<file path="src/verilog/sram_ctl_regs.svh">
// timing constants for the nibble sram controller
// assumes a 125 MHz core clock; times in ns, counts in cycles
`ifndef SRAM_CTL_REGS_SVH
`define SRAM_CTL_REGS_SVH

`define CLK_PERIOD_NS           8
`define ADDRESS_TO_DATA_DELAY_NS 20
`define OE_TO_DATA_NS           10
`define CYCLE_MIN_NS            20
`define STROBE_TO_FLOAT_DELAY_NS 8
`define STROBE_LOW_MIN_NS       16
`define SELECT_LOW_MIN_NS       18
`define ADDR_TO_END_MIN_NS      16
`define WIPE_CYCLE_MIN_NS       40
`define WIPE_PULSE_MIN_NS       38
`define DATA_HOLD_CLEAR_NS      5

// least times round up
`define NS_TO_CYC(ns) (((ns) + `CLK_PERIOD_NS - 1) / `CLK_PERIOD_NS)
`define READ_WAIT_CYC  `NS_TO_CYC(`ADDRESS_TO_DATA_DELAY_NS + `CLK_PERIOD_NS)
`define FLOAT_WAIT_CYC `NS_TO_CYC(`STROBE_TO_FLOAT_DELAY_NS)
`define WRITE_LOW_CYC  `NS_TO_CYC(`SELECT_LOW_MIN_NS)
`define WIPE_LOW_CYC   `NS_TO_CYC(`WIPE_CYCLE_MIN_NS)
`define RECOVER_CYC    `NS_TO_CYC(`CYCLE_MIN_NS)

`endif
</file>
<file path="src/verilog/sram_ctl_pkg.sv">
// types for the nibble sram controller
// assumes sram_ctl_regs.svh supplies the timing counts
package sram_ctl_pkg;

	typedef enum logic [2:0] {
		ST_IDLE  = 3'b000,
		ST_SETUP = 3'b001,
		ST_PULSE = 3'b011,
		ST_SAMPLE = 3'b010,
		ST_RECOV = 3'b110
	} state_t;

	typedef enum logic [1:0] {
		OP_READ  = 2'h0,
		OP_WRITE = 2'h1,
		OP_WIPE  = 2'h2
	} op_t;

	typedef struct packed {
		op_t         op;
		logic [11:0] addr;
		logic [3:0]  wdata;
	} req_t;

	typedef struct packed {
		logic chip_sel_n;
		logic out_en_n;
		logic wr_strobe_n;
		logic array_wipe_n;
	} ctrl_pins_t;

endpackage

</file>
<file path="src/verilog/sram_ctl.sv">
// host-side controller driving an asynchronous 4096 x 4 sram with wipe
// assumes the memory pins sit outside this clock domain; one 125 MHz clock
// assumes a request is taken only while idle; one offered while busy is ignored
// How it works
// - address changes only with select high
// - strobe low at least 16 ns
// - select low at least 18 ns
// - address stable 16 ns before write end
// - wipe cycle and select low 40 ns
// - wipe pulse low at least 38 ns
`include "sram_ctl_regs.svh"

module sram_ctl #(
	parameter int ADDR_W = 12,
	parameter int DATA_W = 4
) (
	// clock, reset, enable
	input  wire logic                 core_clk_in,
	input  wire logic                 reset_in,
	input  wire logic                 clk_en_in,
	// request port
	input  wire logic                 req_valid_in,
	input  wire sram_ctl_pkg::req_t   req_in,
	output logic                      req_ready_out,
	output logic                      rsp_valid_out,
	output logic [DATA_W-1:0]         rsp_data_out,
	// memory pins
	output logic [ADDR_W-1:0]         word_select_lines_out,
	output sram_ctl_pkg::ctrl_pins_t  ctrl_pins_out,
	input  wire logic [DATA_W-1:0]    shared_data_pins_in,
	output logic [DATA_W-1:0]         shared_data_pins_out,
	output logic                      shared_data_pins_oe_out
);

	// ---------------------------------------------------------------
	// parameter check
	// ---------------------------------------------------------------
	// the pin map and the timing counts are built for one memory shape only
	if (ADDR_W != 12 || DATA_W != 4) begin : g_bad_shape
		$error("sram_ctl serves only a 12-bit address and 4-bit data");
	end

	// ---------------------------------------------------------------
	// pin input synchroniser
	// ---------------------------------------------------------------
	logic [DATA_W-1:0] din_meta_q;
	logic [DATA_W-1:0] din_sync_q;

	// one two-stage chain per data bit; only the second stage feeds logic
	for (genvar b = 0; b < DATA_W; b++) begin : g_din_sync
		always_ff @(posedge core_clk_in) begin
			if (reset_in) begin
				din_meta_q[b] <= 1'b0;
				din_sync_q[b] <= 1'b0;
			end else if (clk_en_in) begin
				din_meta_q[b] <= shared_data_pins_in[b];
				din_sync_q[b] <= din_meta_q[b];
			end
		end
	end

	// ---------------------------------------------------------------
	// sequencer
	// ---------------------------------------------------------------
	sram_ctl_pkg::state_t state_q;
	sram_ctl_pkg::op_t    op_q;
	logic [3:0]           cnt_q;

	// pulse lengths in cycles: a read waits out address access plus one
	// cycle of margin for the input path, a write covers the longer select
	// minimum, a wipe covers its whole cycle; counts round up, so rounding
	// only ever adds margin
	function automatic logic [3:0] phase_len(input sram_ctl_pkg::op_t op);
		case (op)
			sram_ctl_pkg::OP_WRITE: phase_len = 4'(`WRITE_LOW_CYC);
			sram_ctl_pkg::OP_WIPE:  phase_len = 4'(`WIPE_LOW_CYC);
			default:                phase_len = 4'(`READ_WAIT_CYC);
		endcase
	endfunction

	// true in the final cycle of a counted phase; the control pin and bus enable
	// drivers and the ready and read-take logic key off this edge
	function automatic logic phase_last(input sram_ctl_pkg::state_t st,
		input sram_ctl_pkg::state_t want, input logic [3:0] cnt);
		phase_last = (st == want) && (cnt <= 4'h1);
	endfunction

	// the pulse phase counts down; every pin change happens on a state edge
	always_ff @(posedge core_clk_in) begin
		if (reset_in) begin
			state_q <= sram_ctl_pkg::ST_IDLE;
			op_q    <= sram_ctl_pkg::OP_READ;
			cnt_q   <= 4'h0;
		end else if (clk_en_in) begin
			case (state_q)
				sram_ctl_pkg::ST_IDLE: begin
					if (req_valid_in) begin
						op_q    <= req_in.op;
						state_q <= sram_ctl_pkg::ST_SETUP;
					end
				end
				sram_ctl_pkg::ST_SETUP: begin
					// address settled with select high; now assert
					cnt_q   <= phase_len(op_q);
					state_q <= sram_ctl_pkg::ST_PULSE;
				end
				sram_ctl_pkg::ST_PULSE: begin
					if (cnt_q > 4'h1)
						cnt_q <= cnt_q - 4'h1;
					else
						state_q <= sram_ctl_pkg::ST_SAMPLE;
				end
				sram_ctl_pkg::ST_SAMPLE: begin
					// three recovery cycles let the synchronised data arrive
					cnt_q   <= 4'(`RECOVER_CYC);
					state_q <= sram_ctl_pkg::ST_RECOV;
				end
				sram_ctl_pkg::ST_RECOV: begin
					if (cnt_q > 4'h1)
						cnt_q <= cnt_q - 4'h1;
					else
						state_q <= sram_ctl_pkg::ST_IDLE;
				end
				default: state_q <= sram_ctl_pkg::ST_IDLE;
			endcase
		end
	end

	// ---------------------------------------------------------------
	// pin drivers
	// ---------------------------------------------------------------
	// decoded levels of the four control pins while a cycle is asserted
	function automatic sram_ctl_pkg::ctrl_pins_t pins_for_op(input sram_ctl_pkg::op_t op);
		sram_ctl_pkg::ctrl_pins_t p;
		p.chip_sel_n   = 1'b0;
		p.out_en_n     = (op != sram_ctl_pkg::OP_READ);
		p.wr_strobe_n  = (op != sram_ctl_pkg::OP_WRITE);
		p.array_wipe_n = (op != sram_ctl_pkg::OP_WIPE);
		return p;
	endfunction

	// address and write data move only while every strobe is high
	always_ff @(posedge core_clk_in) begin
		if (reset_in) begin
			word_select_lines_out <= 12'h000;
			shared_data_pins_out  <= 4'h0;
		end else if (clk_en_in) begin
			if (state_q == sram_ctl_pkg::ST_IDLE && req_valid_in) begin
				word_select_lines_out <= req_in.addr;
				shared_data_pins_out  <= req_in.wdata;
			end
		end
	end

	// select, strobe and wipe fall together and rise together, so each one
	// meets its own minimum low time whichever of them ends the cycle
	always_ff @(posedge core_clk_in) begin
		if (reset_in) begin
			ctrl_pins_out <= 4'hF;
		end else if (clk_en_in) begin
			if (state_q == sram_ctl_pkg::ST_SETUP)
				ctrl_pins_out <= pins_for_op(op_q);
			else if (phase_last(state_q, sram_ctl_pkg::ST_PULSE, cnt_q))
				ctrl_pins_out <= 4'hF;
		end
	end

	// the bus is driven only for writes, from the address phase to the end
	// of recovery; that covers data hold past the strobe rise, and the memory
	// never drives then because its output enable stays high
	always_ff @(posedge core_clk_in) begin
		if (reset_in) begin
			shared_data_pins_oe_out <= 1'b0;
		end else if (clk_en_in) begin
			if (state_q == sram_ctl_pkg::ST_IDLE && req_valid_in)
				shared_data_pins_oe_out <= (req_in.op == sram_ctl_pkg::OP_WRITE);
			else if (phase_last(state_q, sram_ctl_pkg::ST_RECOV, cnt_q))
				shared_data_pins_oe_out <= 1'b0;
		end
	end

	// ---------------------------------------------------------------
	// request and response
	// ---------------------------------------------------------------
	logic [1:0] rd_pipe_q;
	logic       req_ready_d;
	logic       rd_take_d;

	always_comb begin
		req_ready_d = phase_last(state_q, sram_ctl_pkg::ST_RECOV, cnt_q) ||
			(state_q == sram_ctl_pkg::ST_IDLE && !req_valid_in);
		// the edge that raises the pins also loads the first synchroniser
		// stage, while select and output enable are still low
		rd_take_d   = phase_last(state_q, sram_ctl_pkg::ST_PULSE, cnt_q) && (op_q == sram_ctl_pkg::OP_READ);
	end

	// two stages of delay match the synchroniser, so the response picks up
	// exactly the nibble seen on the final pulse edge
	always_ff @(posedge core_clk_in) begin
		if (reset_in) begin
			req_ready_out <= 1'b0;
			rsp_valid_out <= 1'b0;
			rsp_data_out  <= 4'h0;
			rd_pipe_q     <= 2'b00;
		end else if (clk_en_in) begin
			req_ready_out <= req_ready_d;
			rd_pipe_q     <= {rd_pipe_q[0], rd_take_d};
			rsp_valid_out <= rd_pipe_q[1];
			if (rd_pipe_q[1])
				rsp_data_out <= din_sync_q;
		end
	end

endmodule // sram_ctl

</file>
<file path="config.mk">
export PLATFORM = sky130hd
export DESIGN_NAME = sram_ctl
export DESIGN_NICKNAME = d
export VERILOG_FILES = /design/src/verilog/sram_ctl_pkg.sv /design/src/verilog/sram_ctl.sv
export VERILOG_INCLUDE_DIRS = /design/src /design/src/verilog
export SDC_FILE = /design/constraint.sdc
export NUM_CORES = 1
export LEC_CHECK = 0
export BUFFER_PORTS_ARGS = -buffer_cell sky130_fd_sc_hd__buf_2
export CORE_ASPECT_RATIO = 0.5
export CORE_MARGIN = 4
export CORE_UTILIZATION = 45
export CTS_BUF_LIST = sky130_fd_sc_hd__clkbuf_4
export CTS_CLUSTER_SIZE = 8
export DETAILED_ROUTE_END_ITERATION = 6
export HOLD_SLACK_MARGIN = 0.12
export PLACE_DENSITY = 0.72
export SETUP_SLACK_MARGIN = 0.02
export SLEW_MARGIN = 25
export SYNTH_ARGS = -nofsm -noshare
export SYNTH_HDL_FRONTEND = slang
export SYNTH_SLANG_ARGS = --single-unit
</file>
<file path="constraint.sdc">
create_clock -name core_clk_in -period 1.58 [get_ports core_clk_in]
set_input_delay 0.316 -clock core_clk_in [delete_from_list [all_inputs] [get_ports core_clk_in]]
set_output_delay 0.316 -clock core_clk_in [all_outputs]
set_load 0.05 [all_outputs]
</file>
==> results.cfg <==
[synth]
synth-seq-area-share_pct = 44.1
syn_area_mm2 = 0.00209
synth.distinct_cells = 45
ys_seq_elements = 46
yosysWarnings = 0
syn_area_per_cell_um2 = 8.52
synth_nets = 277
syn_inst = 245

[clock_tree]
cts-root-buf = clkbuf_4
cts_made_buffers = 5
clock_latency_ns = 0.36
cts_buffer_depth = 2
clkTransAtPathRegs_ns = 0.14
cts.sinks = 46
htree_levels = 2
cts_tree = yes
cts_hold_buf = 0

[power_and_ir_drop]
intPower_uw = 1740
pwr-share-seq_pct = 49.5
switchingPower_uw = 877
power.density_mw_per_mm2 = 1000
pwr-share-comb_pct = 29.0
p_sw_share_pct = 33.5
power.leakage_uw = 0.00116
p_clk_share_pct = 21.5
peakVddDrop_mv = 0.567

[grt]
grt_overflow = 0
grt_antenna_before_repair = 0
grt_usage_pct = 16.3
grt_start_max_net_pins = 33
grt_pass1_wl_mm = 7.85
first_global_vias = 1743

[layout]
antenna_cells = 0
mostFrequentLayoutCell = buf_2
drive_gt1_share_pct = 32.0
fin_util_pct = 58.8
syn_to_final_growth_pct = 25.2
instances_no_fill = 366
most-common-layout-cells = buf_2, nand2_1, dfxtp_1
final_cell_area_mm2 = 0.00262
final_nets = 340

[drt]
avgViaCountPerCell = 5.05
drc = 0
wl_mm = 4.72
dr.pass1.iters = 4
drt_iter0_drc = 85
post_drt_wl_per_cell_um = 12.9
vias = 1847
ant_nets = 0

[sta]
slew_viol_final = 0
period_needed_ns = 1.55
tns_ns = 0
setup_viol = 0
fin_skew_ns = 0.00982
rsz0062_at_grt = yes
finalCritPeriodShare_pct = 98.4
whs_ns = 0.181
max_slew_margin_pct = 69.3
fmax_ghz = 0.643
hold_viol = 0
tightest_slew_ns = 0.456

[floorplan]
io_pins = 53
core_area_mm2 = 0.00445
die_area_mm2 = 0.00586
fp.dieH_um = 56.2
std_cell_rows = 17
die_w_um = 104
start_util_pct = 47.0

[placed_design]
routabilityCongestion = 0.858
post_dp_cell_area_mm2 = 0.00247
placed_cells = 352
place.port_buffers = 52
dp_hpwl_mm = 3.34

[min_path]
hold_path_depth = 3
min_path_type = input port to flip-flop
holdPathEnd = word_select_lines_out[10]$_SDFFE_PP0P_
min_from = req_in[14]

[worst_setup_path]
required_ns = 1.85
reg2reg_depth = 6
arrival_ns = 1.83
rr_startpoint = cnt_q[0]$_SDFFE_PP0P_
path_class = flip-flop to flip-flop
rrSetupSlack_ns = 0.03
r2r_end = cnt_q[3]$_SDFFE_PP0P_
cp-start-kind = flip-flop
crit_fanout = 3
crit_path_end_kind = flip-flop

[status]
status = complete, no violations

[flow_run]
maxCapViolCount = 0
registers in the layout (all words and copies together) (netlist names), 2 cells and up:
register	flops
cnt_q	4
state_q	3
rsp_data_out	4
word_select_lines_out	12
ctrl_pins_out	4
din_sync_q	4
op_q	2
din_meta_q	4
shared_data_pins_out	4
rd_pipe_q	2
layout make-up:
class,instances,area (um^2)
Sequential cell,46,930
Fill cell,387,1830
Tap cell,57,71.3
Clock buffer,6,45.0
Multi-Input combinational cell,174,1100
Clock inverter,2,13.8
Inverter,9,36.3
Timing Repair Buffer,72,423
kinds of logic (layout without fill, tap and decap cells):
kind of cell / Yosys count / after routing / synth area share [%]
buffers and inverters: 25 / 89 / 5.99
flip-flops: 46 / 46 / 44.1
multiplexers: 11 / 11 / 5.27
AND/OR/NAND/NOR: 93 / 93 / 20.7
adder cells (fa/ha/maj): 6 / 6 / 3.59
AO/OA/AOI/OAI: 63 / 63 / 19.9
XOR/XNOR: 1 / 1 / 0.419
synth_stat cells (all sizes together):
cell type,n,share of area (%)
a41o,1,0.48
and2b,1,0.36
nand2,50,9.0
nand3b,1,0.36
mux2i,11,5.3
or4,1,0.54
a22o,3,1.3
ha,6,3.6
or2,2,0.72
and3b,1,0.42
buf,9,3.1
inv,9,1.6
dfxtp,46,44
a22oi,1,0.36
a31oi,2,0.60
and2,2,0.60
a2111oi,1,0.72
o21bai,5,1.8
a221o,2,0.96
nor3,2,0.48
a31o,1,0.42
nand4,1,0.30
a21oi,31,7.4
nor4,1,1.0
o21ai,4,0.96
nand2b,3,0.90
a21o,6,2.2
o31ai,1,0.36
a32o,1,0.48
xor2,1,0.42
o211ai,1,0.36
o32ai,1,0.78
a221oi,1,0.42
clkbuf,7,1.3
a21boi,1,0.36
nand3,5,1.2
nor2b,5,1.6
nor2,18,3.2
worst max-delay path by stage:
stage,start,to
after floorplan,cnt_q[0]$_SDFFE_PP0P_,cnt_q[3]$_SDFFE_PP0P_
after global placement,cnt_q[0]$_SDFFE_PP0P_,cnt_q[3]$_SDFFE_PP0P_
after detailed placement,cnt_q[0]$_SDFFE_PP0P_,cnt_q[3]$_SDFFE_PP0P_
after CTS,cnt_q[1]$_SDFFE_PP0P_,cnt_q[3]$_SDFFE_PP0P_
after global routing,cnt_q[2]$_SDFFE_PP0P_,cnt_q[3]$_SDFFE_PP0P_
final,cnt_q[0]$_SDFFE_PP0P_,cnt_q[3]$_SDFFE_PP0P_
layer usage:
layer | wire, um | vias to the layer above | GRT usage (%)
met4 | 107 | 0 | 7.39
met5 | 0 | - | 0
met3 | 261 | 14 | 5.56
met2 | 2150 | 48 | 24.8
li1 | - | 957 | -
met1 | 2210 | 828 | 21.0
metrics by stage:
stage	total power (uW)	worst slack, ns
after floorplan	1830	0.0265
after global placement	1990	0.0284
after detailed placement	2020	-0.0247
after CTS	2630	-0.0151
after global routing	2780	-0.0458
final	2620	0.0253
timing repair:
item                                    CTS  global route
pin swaps                                 5             8
gates resized for setup                   6             7
endpoints found under the setup margin    1             7
setup buffers                             6             0
critical path: stages, from the launching register on:
cell and delay (ns):
dfxtp_4 0.39, inv_2 0.04, ha_4 0.15, or2_4 0.25, a2111oi_4 0.31, o21bai_1 0.11
a32o_1 0.21
power by group through the flow:
stage / clock, uW / combinational, uW / sequential (uW)
final: 562 / 759 / 1300
after global routing: 647 / 821 / 1310
after CTS: 594 / 743 / 1290
after detailed placement: 0 / 698 / 1320
after global placement: 0 / 680 / 1310
after floorplan: 0 / 406 / 1420
Note: power is estimated with default switching activity, not from simulation.
